[src/rtl/shs_pkg.sv]
// Constants and types shared by the homing sequencer files
//
// Behaviour
// - Seeing both limit switches active in one homing run is a homing error.
// - Negative limit active under methods 2, 7-10, 23-26 is a homing error.
// - Positive limit active under methods 1, 11-14, 27-30 is a homing error.
// - Any limit active under methods 3, 4, 19, 20 is a homing error.
// - Any limit or homing switch active under methods 33, 34 is an error.
// - Start edge with absolute encoder fitted is a homing error.
// - On error set state word bit 13 and stop the motor at once.
// - Methods -6/-5 creep neg/pos, stop on torque, done after delay.
// - Methods -4/-3 fast, reverse on torque, stop when gone, done after delay.
// - Methods -2/-1 fast, reverse on torque, stop at index after torque gone.
// - Method 1 off limit: fast negative to limit, slow positive to index.
// - Method 1 on limit: leave positive fast, fast back, then slow search.
// - Method 2 off limit: fast positive to limit, slow negative to index.
// - Method 2 on limit: leave negative fast, fast back, then slow search.
// - Method 3 off switch: fast positive to switch, slow negative past it.
// - Methods 3/4 on switch: first leave negative fast past the switch.
// - Method 4: fast on, fast off, slow positive to index on switch.
// - Method 5: seek switch negative fast, finish slow positive past it.
// - Method 6: fast on, fast off, slow negative to index on switch.
// - Homing done bit 12 set only after target reached.
package shs_pkg;

  // ----------------------------------------------------------------
  // Word layout
  // ----------------------------------------------------------------
  localparam int CMD_HOME_START_BIT = 4;
  localparam int ST_TARGET_BIT      = 10;
  localparam int ST_DONE_BIT        = 12;
  localparam int ST_ERROR_BIT       = 13;
  localparam int WORD_W             = 16;
  localparam int METHOD_W           = 8;
  localparam int TORQUE_W           = 16;
  localparam int DELAY_W            = 16;

  // ----------------------------------------------------------------
  // Timing
  // ----------------------------------------------------------------
  localparam int CLK_PERIOD_NS     = 20;
  localparam int DELAY_UNIT_NS     = 1000000;
  localparam int DELAY_UNIT_CYCLES = DELAY_UNIT_NS / CLK_PERIOD_NS;

  // ----------------------------------------------------------------
  // Synchronised pin positions
  // ----------------------------------------------------------------
  localparam int PIN_START = 0;
  localparam int PIN_POS   = 1;
  localparam int PIN_NEG   = 2;
  localparam int PIN_HOME  = 3;
  localparam int PIN_INDEX = 4;
  localparam int PIN_COUNT = 5;

  // ----------------------------------------------------------------
  // Types
  // ----------------------------------------------------------------
  typedef enum logic [9:0] {
    S_IDLE  = 10'h001,
    S_TORQ  = 10'h002,
    S_TBACK = 10'h004,
    S_SEEK  = 10'h008,
    S_LEAVE = 10'h010,
    S_SLOW  = 10'h020,
    S_TGT   = 10'h040,
    S_DELAY = 10'h080,
    S_DONE  = 10'h100,
    S_ERR   = 10'h200
  } shs_state_t;

  typedef enum logic [2:0] {
    C_NONE   = 3'h0,
    C_TSTOP  = 3'h1,
    C_TBACK  = 3'h2,
    C_TIDX   = 3'h3,
    C_BEYOND = 3'h4,
    C_ONSW   = 3'h5
  } shs_class_t;

endpackage

[src/rtl/shs_pins_if.sv]
// Raw and synchronised switch pins between top and synchroniser
`timescale 1ns/1ps
interface shs_pins_if;
  import shs_pkg::*;
  logic [PIN_COUNT-1:0] raw;
  logic [PIN_COUNT-1:0] synced;
  modport user (output raw, input synced);
  modport sync (input raw, output synced);
endinterface

[src/rtl/shs_sync.sv]
// Two-flop synchroniser for the asynchronous switch pins
`timescale 1ns/1ps
module shs_sync (
  input  wire logic clk_in,
  input  wire logic rst_n_in,
  shs_pins_if.sync  pins
);
  import shs_pkg::*;

  logic [PIN_COUNT-1:0] meta_r;
  logic [PIN_COUNT-1:0] hold_r;

  // ----------------------------------------------------------------
  // Per-pin stages
  // ----------------------------------------------------------------
  genvar g;
  generate
    for (g = 0; g < PIN_COUNT; g++) begin : g_bit
      always_ff @(posedge clk_in) begin
        if (!rst_n_in) begin
          meta_r[g] <= 1'b0;
          hold_r[g] <= 1'b0;
        end else begin
          meta_r[g] <= pins.raw[g];
          hold_r[g] <= meta_r[g];
        end
      end
    end
  endgenerate

  assign pins.synced = hold_r;
endmodule

[src/rtl/shs_sequencer.sv]
// Homing sequencer top: method decode, step machine, status bits
`timescale 1ns/1ps
module shs_sequencer #(
  parameter int TICK_CYCLES = shs_pkg::DELAY_UNIT_CYCLES
) (
  input  wire logic                         SYS_CLK_IN,
  input  wire logic                         RST_N_IN,
  input  wire logic [shs_pkg::WORD_W-1:0]   DRIVE_COMMAND_WORD_IN,
  input  wire logic [shs_pkg::METHOD_W-1:0] HOMING_METHOD_IN,
  input  wire logic                         ABS_ENCODER_IN,
  input  wire logic                         POS_LIMIT_IN,
  input  wire logic                         NEG_LIMIT_IN,
  input  wire logic                         HOME_SWITCH_IN,
  input  wire logic                         INDEX_PULSE_IN,
  input  wire logic [shs_pkg::TORQUE_W-1:0] TORQUE_MAG_IN,
  input  wire logic [shs_pkg::TORQUE_W-1:0] HOMING_TORQUE_THRESHOLD_IN,
  input  wire logic [shs_pkg::DELAY_W-1:0]  HOMING_DONE_DELAY_IN,
  input  wire logic                         TARGET_REACHED_IN,
  output logic                              MOVE_EN_OUT,
  output logic                              DIR_POS_OUT,
  output logic                              HIGH_SPEED_OUT,
  output logic                              BUSY_OUT,
  output logic [shs_pkg::WORD_W-1:0]        DRIVE_STATE_WORD_OUT
);
  import shs_pkg::*;

  // Elaboration check: a zero-length tick would never end the delay
  if (TICK_CYCLES < 1) begin : g_bad_tick
    $error("TICK_CYCLES must be at least one");
  end

  // ----------------------------------------------------------------
  // Pin synchronisation
  // ----------------------------------------------------------------
  shs_pins_if pins ();

  assign pins.raw[PIN_START] = DRIVE_COMMAND_WORD_IN[CMD_HOME_START_BIT];
  assign pins.raw[PIN_POS]   = POS_LIMIT_IN;
  assign pins.raw[PIN_NEG]   = NEG_LIMIT_IN;
  assign pins.raw[PIN_HOME]  = HOME_SWITCH_IN;
  assign pins.raw[PIN_INDEX] = INDEX_PULSE_IN;

  shs_sync u_sync (
    .clk_in   (SYS_CLK_IN),
    .rst_n_in (RST_N_IN),
    .pins     (pins.sync)
  );

  logic start_s;
  logic pos_s;
  logic neg_s;
  logic home_s;
  logic index_s;
  assign start_s = pins.synced[PIN_START];
  assign pos_s   = pins.synced[PIN_POS];
  assign neg_s   = pins.synced[PIN_NEG];
  assign home_s  = pins.synced[PIN_HOME];
  assign index_s = pins.synced[PIN_INDEX];

  // ----------------------------------------------------------------
  // Edge history
  // ----------------------------------------------------------------
  logic start_d_r;
  logic index_d_r;
  always_ff @(posedge SYS_CLK_IN) begin
    if (!RST_N_IN) begin
      start_d_r <= 1'b0;
      index_d_r <= 1'b0;
    end else begin
      start_d_r <= start_s;
      index_d_r <= index_s;
    end
  end

  logic start_rise;
  logic index_rise;
  assign start_rise = start_s && !start_d_r;
  assign index_rise = index_s && !index_d_r;

  // ----------------------------------------------------------------
  // Method decode
  // ----------------------------------------------------------------
  function automatic shs_class_t class_of(input logic signed [7:0] m);
    case (m)
      -8'sd6, -8'sd5: class_of = C_TSTOP;
      -8'sd4, -8'sd3: class_of = C_TBACK;
      -8'sd2, -8'sd1: class_of = C_TIDX;
      8'sd1, 8'sd2, 8'sd3, 8'sd5: class_of = C_BEYOND;
      8'sd4, 8'sd6: class_of = C_ONSW;
      default: class_of = C_NONE;
    endcase
  endfunction

  function automatic logic seek_pos_of(input logic signed [7:0] m);
    case (m)
      -8'sd5, -8'sd3, -8'sd1, 8'sd2, 8'sd3, 8'sd4: seek_pos_of = 1'b1;
      default: seek_pos_of = 1'b0;
    endcase
  endfunction

  function automatic logic in_rng(input logic signed [7:0] m,
                                  input int lo, input int hi);
    in_rng = (int'(m) >= lo) && (int'(m) <= hi);
  endfunction

  logic signed [METHOD_W-1:0] meth_r;
  logic [DELAY_W-1:0]         delay_r;
  logic signed [METHOD_W-1:0] meth;
  shs_class_t                 cls;
  logic                       seek_pos;
  logic                       sw;
  shs_state_t                 state_r;
  shs_state_t                 state_nxt;

  // Decode live input only while idle; latched copy afterwards
  assign meth     = (state_r == S_IDLE) ? HOMING_METHOD_IN : meth_r;
  assign cls      = class_of(meth);
  assign seek_pos = seek_pos_of(meth);
  assign sw       = (meth == 8'sd1) ? neg_s :
                    (meth == 8'sd2) ? pos_s : home_s;

  always_ff @(posedge SYS_CLK_IN) begin
    if (!RST_N_IN) begin
      meth_r  <= '0;
      delay_r <= '0;
    end else if (state_r == S_IDLE && start_rise) begin
      meth_r  <= HOMING_METHOD_IN;
      delay_r <= HOMING_DONE_DELAY_IN;
    end
  end

  // ----------------------------------------------------------------
  // Fault detection
  // ----------------------------------------------------------------
  logic seen_pos_r;
  logic seen_neg_r;
  logic running;
  logic torque_hit;
  logic fault;

  assign running = (state_r == S_TORQ) || (state_r == S_TBACK) ||
                   (state_r == S_SEEK) || (state_r == S_LEAVE) ||
                   (state_r == S_SLOW) || (state_r == S_TGT) ||
                   (state_r == S_DELAY);
  assign torque_hit = TORQUE_MAG_IN >= HOMING_TORQUE_THRESHOLD_IN;

  always_ff @(posedge SYS_CLK_IN) begin
    if (!RST_N_IN) begin
      seen_pos_r <= 1'b0;
      seen_neg_r <= 1'b0;
    end else if (state_r == S_IDLE) begin
      seen_pos_r <= 1'b0;
      seen_neg_r <= 1'b0;
    end else if (running) begin
      seen_pos_r <= seen_pos_r || pos_s;
      seen_neg_r <= seen_neg_r || neg_s;
    end
  end

  always_comb begin
    fault = 1'b0;
    if ((seen_pos_r || pos_s) && (seen_neg_r || neg_s)) begin
      fault = 1'b1;
    end
    if (neg_s && (meth == 8'sd2 || in_rng(meth, 7, 10) ||
                  in_rng(meth, 23, 26))) begin
      fault = 1'b1;
    end
    if (pos_s && (meth == 8'sd1 || in_rng(meth, 11, 14) ||
                  in_rng(meth, 27, 30))) begin
      fault = 1'b1;
    end
    if ((pos_s || neg_s) && (in_rng(meth, 3, 4) ||
                             in_rng(meth, 19, 20))) begin
      fault = 1'b1;
    end
    if ((pos_s || neg_s || home_s) && in_rng(meth, 33, 34)) begin
      fault = 1'b1;
    end
  end

  // ----------------------------------------------------------------
  // Done delay timebase
  // ----------------------------------------------------------------
  logic [31:0]        div_r;
  logic [DELAY_W-1:0] units_r;
  logic               tick;
  assign tick = (div_r == 32'(TICK_CYCLES - 1));

  // Restarted on entry so the delay is never short by a partial unit
  always_ff @(posedge SYS_CLK_IN) begin
    if (!RST_N_IN || state_r != S_DELAY) begin
      div_r   <= '0;
      units_r <= '0;
    end else if (tick) begin
      div_r   <= '0;
      units_r <= units_r + 16'h0001;
    end else begin
      div_r   <= div_r + 32'h0000_0001;
    end
  end

  // ----------------------------------------------------------------
  // Step machine
  // ----------------------------------------------------------------
  always_comb begin
    state_nxt = state_r;
    if (!start_s) begin
      state_nxt = S_IDLE;
    end else if (running && fault) begin
      state_nxt = S_ERR;
    end else begin
      case (state_r)
        S_IDLE: begin
          if (start_rise) begin
            if (ABS_ENCODER_IN) begin
              state_nxt = S_ERR;
            end else if (cls == C_NONE) begin
              state_nxt = S_ERR;
            end else if (cls == C_TSTOP || cls == C_TBACK ||
                         cls == C_TIDX) begin
              state_nxt = S_TORQ;
            end else if (sw) begin
              state_nxt = S_LEAVE;
            end else begin
              state_nxt = S_SEEK;
            end
          end
        end
        S_TORQ: begin
          if (torque_hit) begin
            state_nxt = (cls == C_TSTOP) ? S_TGT : S_TBACK;
          end
        end
        S_TBACK: begin
          if (!torque_hit) begin
            state_nxt = (cls == C_TBACK) ? S_TGT : S_SLOW;
          end
        end
        S_SEEK: begin
          if (sw) begin
            state_nxt = (cls == C_ONSW) ? S_LEAVE : S_SLOW;
          end
        end
        S_LEAVE: begin
          if (!sw) begin
            state_nxt = (cls == C_ONSW) ? S_SLOW : S_SEEK;
          end
        end
        S_SLOW: begin
          // Index qualified by switch level per method family
          if (index_rise && (cls == C_TIDX ||
                             (cls == C_ONSW && sw) ||
                             (cls == C_BEYOND && !sw))) begin
            state_nxt = S_TGT;
          end
        end
        S_TGT: begin
          if (TARGET_REACHED_IN) begin
            state_nxt = (cls == C_TSTOP || cls == C_TBACK) ?
                        S_DELAY : S_DONE;
          end
        end
        S_DELAY: begin
          if (units_r >= delay_r) begin
            state_nxt = S_DONE;
          end
        end
        S_DONE:  state_nxt = S_DONE;
        S_ERR:   state_nxt = S_ERR;
        default: state_nxt = S_IDLE;
      endcase
    end
  end

  always_ff @(posedge SYS_CLK_IN) begin
    if (!RST_N_IN) begin
      state_r <= S_IDLE;
    end else begin
      state_r <= state_nxt;
    end
  end

  // ----------------------------------------------------------------
  // Motion command, registered from the next state
  // ----------------------------------------------------------------
  logic move_nxt;
  logic dir_nxt;
  logic fast_nxt;

  always_comb begin
    move_nxt = 1'b1;
    dir_nxt  = seek_pos;
    fast_nxt = 1'b1;
    case (state_nxt)
      S_TORQ:  fast_nxt = (cls != C_TSTOP);
      S_TBACK: begin
        dir_nxt  = !seek_pos;
        fast_nxt = 1'b0;
      end
      S_SEEK:  dir_nxt = seek_pos;
      S_LEAVE: dir_nxt = !seek_pos;
      S_SLOW: begin
        dir_nxt  = (cls == C_ONSW) ? seek_pos : !seek_pos;
        fast_nxt = 1'b0;
      end
      default: begin
        // Idle, done and error all hold the motor still
        move_nxt = 1'b0;
        dir_nxt  = 1'b0;
        fast_nxt = 1'b0;
      end
    endcase
  end

  always_ff @(posedge SYS_CLK_IN) begin
    if (!RST_N_IN) begin
      MOVE_EN_OUT    <= 1'b0;
      DIR_POS_OUT    <= 1'b0;
      HIGH_SPEED_OUT <= 1'b0;
    end else begin
      MOVE_EN_OUT    <= move_nxt;
      DIR_POS_OUT    <= dir_nxt;
      HIGH_SPEED_OUT <= fast_nxt;
    end
  end

  // ----------------------------------------------------------------
  // Status word
  // ----------------------------------------------------------------
  logic [WORD_W-1:0] word_nxt;
  always_comb begin
    word_nxt = '0;
    word_nxt[ST_TARGET_BIT] = TARGET_REACHED_IN;
    word_nxt[ST_DONE_BIT]   = (state_nxt == S_DONE);
    word_nxt[ST_ERROR_BIT]  = (state_nxt == S_ERR);
  end

  always_ff @(posedge SYS_CLK_IN) begin
    if (!RST_N_IN) begin
      DRIVE_STATE_WORD_OUT <= '0;
      BUSY_OUT             <= 1'b0;
    end else begin
      DRIVE_STATE_WORD_OUT <= word_nxt;
      BUSY_OUT             <= (state_nxt != S_IDLE) &&
                              (state_nxt != S_DONE) &&
                              (state_nxt != S_ERR);
    end
  end

endmodule

[config.mk]
export PLATFORM = sky130hd
export DESIGN_NAME = shs_sequencer
export DESIGN_NICKNAME = d
export VERILOG_FILES = /design/src/rtl/shs_pkg.sv /design/src/rtl/shs_pins_if.sv /design/src/rtl/shs_sync.sv /design/src/rtl/shs_sequencer.sv
export SDC_FILE = /design/constraint.sdc
export NUM_CORES = 1
export LEC_CHECK = 0
export BUFFER_PORTS_ARGS = -buffer_cell sky130_fd_sc_hd__buf_2
export CAP_MARGIN = 20
export CORE_MARGIN = 8
export CORE_UTILIZATION = 58
export CTS_CLUSTER_DIAMETER = 40
export DETAILED_ROUTE_END_ITERATION = 10
export PLACE_DENSITY = 0.86
export SYNTH_ARGS = -nofsm -noshare
export SYNTH_HDL_FRONTEND = slang
export SYNTH_SLANG_ARGS = --single-unit
[constraint.sdc]
create_clock -name SYS_CLK_IN -period 4.04 [get_ports SYS_CLK_IN]
set_input_delay 0.808 -clock SYS_CLK_IN [delete_from_list [all_inputs] [get_ports SYS_CLK_IN]]
set_output_delay 0.808 -clock SYS_CLK_IN [all_outputs]
set_load 0.005 [all_outputs]
==> impl_metrics.py, run 1 <==
metrics = {
    "job": {
        "maxCapViolations": 0,
    },
    "finish": {
        "final_cell_mix": "103 x dfxtp_1, 96 x nand2_1, 71 x buf_2, 69 x nor2_1, 49 x inv_1",
        "fin_cells": 903,
        "final_area_um2": 6330,
        "antenna_cells": 0,
        "utilization": 0.654,
        "syn_to_final_growth_pct": 10.8,
        "fill_cells": 808,
        "mostFrequentLayoutCell": "dfxtp_1",
        "seq_area_um2": 2060,
        "multi_input_area_um2": 3320,
        "finalNetCount": 880,
        "drive_above_1_share": 0.138,
    },
    "grt": {
        "grt_util_met1": 0.216,
        "use_met2": 0.353,
        "grt_antenna_before_repair": 0,
        "grtUsageTotal": 0.194,
        "grt_pass1_vias": 4851,
        "grt_max_degree": 40,
        "met3_usage": 0.0541,
        "grt_pass1_wl_um": 21200,
        "grt.busiest_layer": "met2",
        "grt_overflow": 0,
    },
    "place": {
        "dpl.hpwl_um": 9650,
        "dp_cells": 888,
        "post_dp_cell_area_um2": 6110,
        "routabilityCongestion": 0.902,
        "portBuffers": 71,
    },
    "cts": {
        "post_cts_resize_count": 0,
        "ctsHoldBuffers": 0,
        "cts-root-buf": "clkbuf_8",
        "cts_max_level": 3,
        "cts.sinks": 103,
        "path_clk_slew_ps": 100,
        "clk_path_buf_depth": 2,
        "post_cts_buffers": 0,
        "cts_made_buffers": 9,
        "cts_tree": "built",
        "insertion_delay_ps": 370,
    },
    "floorplanning": {
        "die_area_um2": 13300,
        "row_count": 36,
        "die_y_um": 115,
        "coreArea_um2": 9680,
        "die_w_um": 115,
        "initial_core_util": 0.590,
        "num_io_pins": 100,
    },
    "worst_setup_path": {
        "r2r_slack_ps": 570,
        "cp_max_fo": 18,
        "reg2reg_from": "state_r[9]",
        "worst_setup_path_start_kind": "flop",
        "crit_start": "state_r[9]",
        "reg2regPathDepth": 8,
        "cp_num_cells": 8,
        "cpMaxStageDelayCell": "o31ai_2",
        "crit_chain": "or4_4 > nand4bb_1 > buf_4 > o31ai_2 > a211oi_1 > o21ai_0 > nand3_1 > nor4b_1",
        "end_kind": "flop",
        "cp-endpoint": "BUSY_OUT",
        "slowest_delay_ps": 620,
        "critical_path_class": "reg2reg",
        "cp_num_buf_inv": 1,
        "rr_endpoint": "BUSY_OUT",
        "critPathTopFamily": "simple AND/OR/NAND/NOR gates",
        "worstPathRequired_ps": 4290,
        "critical_path_arrival_ps": 3710,
    },
    "yosys": {
        "synth-edff-count": 0,
        "synth-seq-area-share": 0.361,
        "netlist_area_um2": 5710,
        "syn_area_per_cell_um2": 8.11,
        "synth-warning-count": 0,
        "ys_seq_elements": 103,
        "synth_cell_types": 63,
        "syn_inst": 705,
        "ys.flop_type": "dfxtp_1",
        "synthArstFlopShare": 0,
    },
    "power": {
        "peakVddDrop_uv": 238,
        "power.total_mw": 1.91,
        "cellPowerDensity_nw_per_um2": 302,
        "p_leak_nw": 2.46,
    },
    "sta": {
        "period_share": 0.858,
        "finalCriticalPeriod_ps": 3470,
        "setup_viol": 0,
        "finClkSkew_ps": 13.4,
        "hold_viol_final": 0,
        "worst_slew_pin_slew_ps": 809,
        "timing.fmax_mhz": 289,
        "rsz0062_at_grt": "false",
        "finalMaxSlewViolations": 0,
        "finalSetupTns_ps": 0,
        "max_slew_margin": 0.456,
    },
    "worst_hold_path": {
        "worstHoldPathCells": 1,
        "hold_class": "reg2reg",
        "min-delay-start": "u_sync.meta_r[3]",
    },
    "routing": {
        "dr_total_vias": 5009,
        "drt-pass1-iter-count": 5,
        "drt_drc_violations_left": 0,
        "vias_per_cell": 5.55,
        "wl_per_cell_um": 14.2,
        "wl_um": 12800,
        "drtIter0Drc": 323,
        "antenna_left": 0,
    },
    "outcome": {
        "status": "completed",
    },
}
through the flow:
step / setup slack, ps / hold slack [ps]
2_1_floorplan: 1070 / 412
3_3_place_gp: 763 / 421
3_5_place_dp: 692 / 420
4_1_cts: 665 / 443
5_1_grt: 431 / 458
6_report: 575 / 440
metal layers:
layer	share of wire	vias to the layer above
li1	-	2524
met1	0.41	2332
met2	0.52	136
met3	0.062	17
met4	0.011	0
met5	0	-
power by group:
part | leakage (nW) | switching, mW | internal [mW]
Clock | 0.110 | 0.345 | 0.367
Combinational | 1.51 | 0.0864 | 0.0743
Sequential | 0.834 | 0.0111 | 1.03
Total | 2.46 | 0.442 | 1.47
worst min-delay path by stage:
stage                                  endpoint
after floorplan           u_sync.pins.synced[0]
after global placement    u_sync.pins.synced[1]
after detailed placement  u_sync.pins.synced[3]
after CTS                 u_sync.pins.synced[3]
after global routing      u_sync.pins.synced[3]
final                     u_sync.pins.synced[3]
area by class of cell:
class / instances / area share
Clock inverter: 4 / 0.0123
Inverter: 49 / 0.0290
Multi-Input combinational cell: 528 / 0.524
Timing Repair Buffer: 75 / 0.0609
Clock buffer: 11 / 0.0223
Sequential cell: 103 / 0.326
Tap cell: 133 / 0.0263
kinds of logic (layout without fill, tap and decap cells):
family	count (synthesis)	count (layout)	share of synthesized area
AND/OR/NAND/NOR	296	296	0.257
AO/OA/AOI/OAI	134	134	0.159
flip-flops	103	103	0.361
buffers and inverters	86	139	0.0668
XOR/XNOR	41	41	0.0628
adder cells (fa/ha/maj)	35	35	0.0762
multiplexers	9	9	0.0169
other	1	13	0.000656
worst reg2reg max path: cells and delay by family (launching register included):
| kind | cells | cell delay, ps |
|---|---|---|
| simple gates | 4 | 1600 |
| compound gates | 3 | 990 |
| buf+inv | 1 | 380 |
| flops | 1 | 360 |
state kept, by name, summed over array words and instances (netlist names), 3 cells and up:
signal and flops:
DRIVE_STATE_WORD_OUT 3, units_r 16, u_sync.pins.synced 5, delay_r 16, meth_r 8, state_r 10
u_sync.meta_r 5, div_r 32
cell usage after synthesis (13+ instances only):
master | n | share of area
buf_4 | 13 | 0.017
inv_1 | 49 | 0.032
a21oi_1 | 29 | 0.025
and2_1 | 17 | 0.019
ha_1 | 34 | 0.074
nand2_1 | 96 | 0.063
a21boi_0 | 25 | 0.033
xor2_1 | 27 | 0.041
nor2_1 | 69 | 0.045
clkbuf_1 | 21 | 0.014
nand3_1 | 21 | 0.018
o21ai_0 | 30 | 0.026
dfxtp_1 | 103 | 0.36
xnor2_1 | 14 | 0.021
Note: power is estimated with default switching activity, not from simulation.
==> run 2, diff against run 1 <==
--- a/config.mk
+++ b/config.mk
@@ -13,4 +13,5 @@
 export DETAILED_ROUTE_END_ITERATION = 10
 export PLACE_DENSITY = 0.86
+export RECOVER_POWER = 100
 export SYNTH_ARGS = -nofsm -noshare
 export SYNTH_HDL_FRONTEND = slang
==> constraint.sdc (replaced) <==
create_clock -name SYS_CLK_IN -period 4.04 [get_ports SYS_CLK_IN]
set_input_delay 0.808 -clock SYS_CLK_IN [delete_from_list [all_inputs] [get_ports SYS_CLK_IN]]
set_output_delay 0.808 -clock SYS_CLK_IN [all_outputs]
set_load 0.02 [all_outputs]
==> run 2 against run 1 <==
Net effect:
- the run now ends with max-capacitance violations, max-slew violations left
- count of clock-buffer cells in the layout unchanged
- sequential share of layout area increased by 0.17 points
- wire length fell by 0.80%
- sequential power barely moved
- fmax fell by 3.8%
- design area fell by 0.51%
- first-iteration DRC count fell by 0.93%
- combinational power is 4% higher
- final cell count did not move
- flip-flop and latch count is the same
- critical path depth is the same
- critical path type unchanged
- largest cell class unchanged
- largest power group unchanged
==> impl_metrics.py, run 2 (synthesis results as in run 1) <==
metrics = {
    "outcome": {
        "status": "complete, but fails checks",
        "failed_checks": "max-capacitance violations, max-slew violations",
    },
    "worst_setup_path": {
        "cpMaxStageDelayCell": "o41ai_2",
        "cp_num_buf_inv": 1,
        "cp_max_fo": 18,
        "critical_path_class": "reg2reg",
        "critical_path_arrival_ps": 3850,
        "crit_chain": "or4_1 > nand4bb_1 > buf_4 > o41ai_2 > a211oi_1 > o21ai_0 > nand3_1 > nor4b_1",
        "critPathTopFamily": "simple AND/OR/NAND/NOR gates",
        "worst_setup_path_start_kind": "flop",
        "worstPathRequired_ps": 4280,
        "end_kind": "flop",
        "slowest_delay_ps": 720,
    },
    "routing": {
        "drtIter0Drc": 320,
        "vias_per_cell": 5.53,
        "antenna_left": 0,
        "wl_per_cell_um": 14.1,
        "dr_total_vias": 4992,
        "drt-pass1-iter-count": 5,
        "wl_um": 12700,
        "drt_drc_violations_left": 0,
    },
    "cts": {
        "ctsHoldBuffers": 0,
        "cts_max_level": 3,
        "post_cts_resize_count": 0,
        "path_clk_slew_ps": 100,
        "cts-root-buf": "clkbuf_8",
        "clk_path_buf_depth": 2,
        "post_cts_buffers": 0,
        "cts.sinks": 103,
        "cts_made_buffers": 9,
        "insertion_delay_ps": 370,
        "cts_tree": "built",
    },
    "floorplanning": {
        "num_io_pins": 100,
        "die_area_um2": 13300,
        "coreArea_um2": 9680,
        "initial_core_util": 0.590,
        "row_count": 36,
        "die_w_um": 115,
        "die_y_um": 115,
    },
    "sta": {
        "worst_slew_pin_slew_ps": 1720,
        "finalMaxSlewViolations": 33,
        "setup_viol": 0,
        "timing.fmax_mhz": 278,
        "max_slew_margin": -0.150,
        "finalSetupTns_ps": 0,
        "hold_viol_final": 0,
        "period_share": 0.892,
        "finalCriticalPeriod_ps": 3600,
        "holdWs_ps": 440,
        "finClkSkew_ps": 13.7,
        "rsz0062_at_grt": "false",
    },
    "finish": {
        "largest_reg_flops": 32,
        "antenna_cells": 0,
        "final_cell_mix": "103 x dfxtp_1, 96 x nand2_1, 69 x nor2_1, 63 x buf_2, 49 x inv_1",
        "finalNetCount": 880,
        "syn_to_final_growth_pct": 10.2,
        "regMostFlops": "div_r",
        "drive_above_1_share": 0.122,
        "fin_cells": 903,
        "reg_top3": "div_r x32, delay_r x16, units_r x16",
        "mostFrequentLayoutCell": "dfxtp_1",
    },
    "power": {
        "peakVddDrop_uv": 238,
        "cellPowerDensity_nw_per_um2": 305,
        "p_leak_nw": 2.40,
    },
    "place": {
        "dp_cells": 888,
        "routabilityCongestion": 0.902,
        "dpl.hpwl_um": 9650,
        "portBuffers": 71,
    },
    "grt": {
        "grt_pass1_vias": 4851,
        "grt_antenna_before_repair": 0,
        "grt_max_degree": 40,
        "grt_overflow": 0,
        "grt_pass1_wl_um": 21200,
        "grtUsageTotal": 0.194,
    },
    "job": {
        "maxCapViolations": 1,
    },
    "worst_hold_path": {
        "hold_class": "reg2reg",
    },
}
[run 2: cell types whose count changed in the layout (fill, tap and decap cells not counted), sizes merged]
cell / change
buf: -10
clkbuf: +10
[run 2: final cells by class]
type / instances / area [um^2]
Clock buffer: 11 / 141
Clock inverter: 4 / 77.6
Fill cell: 818 / 3380
Inverter: 49 / 184
Multi-Input combinational cell: 528 / 3300
Sequential cell: 103 / 2060
Tap cell: 133 / 166
Timing Repair Buffer: 75 / 368
[run 2: per-stage QoR]
stage	util	instance area (um^2)	power, mW	setup WS (ps)
after floorplan	-	5760	1.18	1070
after global placement	0.631	6110	1.22	763
after detailed placement	0.631	6110	1.23	692
after CTS	0.654	6330	1.94	665
after global routing	0.651	6300	2.00	239
final	0.651	6300	1.92	437
[run 2: power breakdown]
part | internal (mW) | switching (mW) | leakage (nW)
clock | 0.367 | 0.344 | 0.110
sequential | 1.03 | 0.0112 | 0.834
combinational | 0.0737 | 0.0939 | 1.46
[run 2: path summary, 6_finish.rpt]
kind | startpoint | to | slack, ps | depth (start not counted)
setup / recovery | state_r[9] | BUSY_OUT | 440 | 8
hold / removal | u_sync.meta_r[3] | u_sync.pins.synced[3] | 440 | 1
setup reg to reg | state_r[9] | BUSY_OUT | 440 | 8
hold reg to reg | u_sync.meta_r[3] | u_sync.pins.synced[3] | 440 | 1
[run 2: worst register-to-register path: cells and delay by family, from the launching register on]
kind | cells | cell delay [ps]
DFF | 1 | 350
buffers and inverters | 1 | 390
and+or+nand+nor | 4 | 1690
AOI/OAI and AO/OA | 3 | 1050
[run 2: routing by layer]
metal	up-vias	track usage	routed length (um)
li1	2521	-	-
met5	-	0	0
met4	0	0.0534	150
met1	2323	0.216	5230
met2	131	0.353	6550
met3	17	0.0541	762
==> run 3, diff against run 2 <==
--- a/config.mk
+++ b/config.mk
@@ -9,8 +9,8 @@
 export CAP_MARGIN = 20
 export CORE_MARGIN = 8
-export CORE_UTILIZATION = 58
+export CORE_UTILIZATION = 57
 export CTS_CLUSTER_DIAMETER = 40
 export DETAILED_ROUTE_END_ITERATION = 10
-export PLACE_DENSITY = 0.86
+export PLACE_DENSITY = 0.85
 export RECOVER_POWER = 100
 export SYNTH_ARGS = -nofsm -noshare
==> constraint.sdc (replaced) <==
create_clock -name SYS_CLK_IN -period 3.75 [get_ports SYS_CLK_IN]
set_input_delay 0.75 -clock SYS_CLK_IN [delete_from_list [all_inputs] [get_ports SYS_CLK_IN]]
set_output_delay 0.75 -clock SYS_CLK_IN [all_outputs]
set_load 0.05 [all_outputs]
==> run 3 against run 2 <==
Net effect:
- the flow now finishes without violations
- clock power grew 19%
- sequential share of layout area shrank 0.28 points
- sequential power grew 8%
- non-clock buffer count grew 1
- final cell count grew 0.22%
- critical path depth is the same
- power grew 13%
- critical endpoint is now state_r[4]
- die area grew 1.5%
- hold slack gained 1.1 ps
- via count shrank 0.26%
- flip-flop and latch count is the same
==> impl_metrics.py, run 3 (synthesis results as in run 1) <==
metrics = {
    "outcome": {
        "status": "completed",
    },
    "worst_setup_path": {
        "critical_path_class": "reg2reg",
        "critical_path_arrival_ps": 3520,
        "end_kind": "flop",
        "cp_num_cells": 8,
        "worst_setup_path_start_kind": "flop",
        "reg2regPathDepth": 8,
        "cpMaxStageDelayCell": "or4_1",
        "cp_num_buf_inv": 1,
        "critPathTopFamily": "simple AND/OR/NAND/NOR gates",
        "slowest_delay_ps": 630,
        "crit_chain": "or4_1 > nand4bb_1 > buf_4 > o311ai_0 > a21oi_1 > o21ai_0 > nand2_1 > nor3_1",
        "cp_max_fo": 27,
        "worstPathRequired_ps": 4040,
    },
    "cts": {
        "insertion_delay_ps": 370,
        "post_cts_buffers": 0,
        "cts_tree": "built",
        "cts-root-buf": "clkbuf_8",
        "post_cts_resize_count": 0,
        "cts.sinks": 103,
        "path_clk_slew_ps": 90,
        "clk_path_buf_depth": 2,
        "ctsHoldBuffers": 0,
        "cts_max_level": 3,
        "cts_made_buffers": 9,
    },
    "power": {
        "p_leak_nw": 2.43,
        "p_comb_frac": 0.093,
        "switching_share": 0.232,
        "power.switching_mw": 0.504,
        "pwr-share-seq": 0.516,
        "cellPowerDensity_nw_per_um2": 342,
        "power_frac_clock": 0.391,
        "peakVddDrop_uv": 234,
        "p_int_mw": 1.67,
    },
    "floorplanning": {
        "initial_core_util": 0.585,
        "die_y_um": 116,
        "row_count": 36,
        "num_io_pins": 100,
        "die_area_um2": 13500,
        "die_w_um": 116,
        "coreArea_um2": 9770,
    },
    "finish": {
        "finalNetCount": 881,
        "final_cell_mix": "103 x dfxtp_1, 96 x nand2_1, 69 x nor2_1, 64 x buf_2, 49 x inv_1",
        "reg_top3": "div_r x32, delay_r x16, units_r x16",
        "largest_reg_flops": 32,
        "syn_to_final_growth_pct": 11.2,
        "antenna_cells": 0,
        "regMostFlops": "div_r",
        "fill_cells": 846,
        "drive_above_1_share": 0.127,
        "utilization": 0.650,
        "mostFrequentLayoutCell": "dfxtp_1",
    },
    "routing": {
        "antenna_left": 0,
        "drt-pass1-iter-count": 5,
        "drtIter0Drc": 413,
        "vias_per_cell": 5.50,
        "wl_um": 12700,
        "dr_total_vias": 4979,
        "drt_drc_violations_left": 0,
        "wl_per_cell_um": 14.0,
    },
    "grt": {
        "grt_max_degree": 40,
        "grt_pass1_wl_um": 21100,
        "grt_antenna_before_repair": 0,
        "grt_pass1_vias": 4808,
        "grt_overflow": 0,
        "grtUsageTotal": 0.192,
    },
    "place": {
        "dpl.hpwl_um": 9590,
        "routabilityCongestion": 0.899,
        "portBuffers": 71,
    },
    "sta": {
        "finalMaxSlewViolations": 0,
        "finClkSkew_ps": 12.4,
        "max_slew_margin": 0.0255,
        "worst_slew_pin_slew_ps": 1460,
        "rsz0062_at_grt": "false",
        "timing.fmax_mhz": 309,
        "period_share": 0.862,
        "setup_viol": 0,
        "finalSetupTns_ps": 0,
        "hold_viol_final": 0,
        "finalCriticalPeriod_ps": 3230,
    },
    "job": {
        "maxCapViolations": 0,
    },
    "worst_hold_path": {
        "worstHoldPathCells": 1,
        "hold_class": "reg2reg",
    },
}
-- run 3: power groups by stage --
| stage | sequential [mW] | combinational [mW] | clock (mW) |
|---|---|---|---|
| global placement | 1.14 | 0.191 | 0 |
| detailed placement | 1.15 | 0.201 | 0 |
| CTS | 1.12 | 0.202 | 0.865 |
| finish | 1.12 | 0.202 | 0.850 |
| floorplan | 1.14 | 0.145 | 0 |
| global route | 1.12 | 0.224 | 0.906 |
-- run 3: final timing paths --
kind                                  startpoint                     to  slack (ps)
worst max-delay path                  state_r[8]             state_r[4]         520
worst min-delay path            u_sync.meta_r[3]  u_sync.pins.synced[3]         440
worst max register to register        state_r[8]             state_r[4]         520
worst min register to register  u_sync.meta_r[3]  u_sync.pins.synced[3]         440
-- run 3: worst reg2reg max path, delay by kind of cell, from the launching register on --
family,cells,cell delay (ps)
buf+inv,1,250
simple gates,4,1520
compound gates,3,1050
flops,1,340
-- run 3: per-stage QoR --
step | area (um^2) | cells | total power, mW | worst slack [ps] | hold slack [ps]
6_report | 6350 | 905 | 2.17 | 516 | 441
5_1_grt | 6350 | 905 | 2.25 | 287 | 477
4_1_cts | 6380 | 905 | 2.19 | 781 | 445
3_5_place_dp | 6120 | 889 | 1.35 | 534 | 423
3_3_place_gp | 6120 | 889 | 1.33 | 550 | 421
2_1_floorplan | 5760 | 717 | 1.29 | 841 | 412
-- run 3: routing by layer --
metal,global-route usage,vias up,part of all wire
met4,0.0640,0,0.014
met3,0.0419,17,0.065
met2,0.341,138,0.49
met1,0.223,2301,0.43
li1,-,2523,-
met5,0,-,0
-- run 3: cell type report --
type | instances | area (um^2) | area share
multi-input cells | 528 | 3310 | 0.522
flip-flops and latches | 103 | 2060 | 0.324
repair buffers | 76 | 373 | 0.0587
inverters | 49 | 184 | 0.0289
well taps | 133 | 166 | 0.0262
clock buffers | 11 | 151 | 0.0238
clock inverters | 5 | 104 | 0.0163
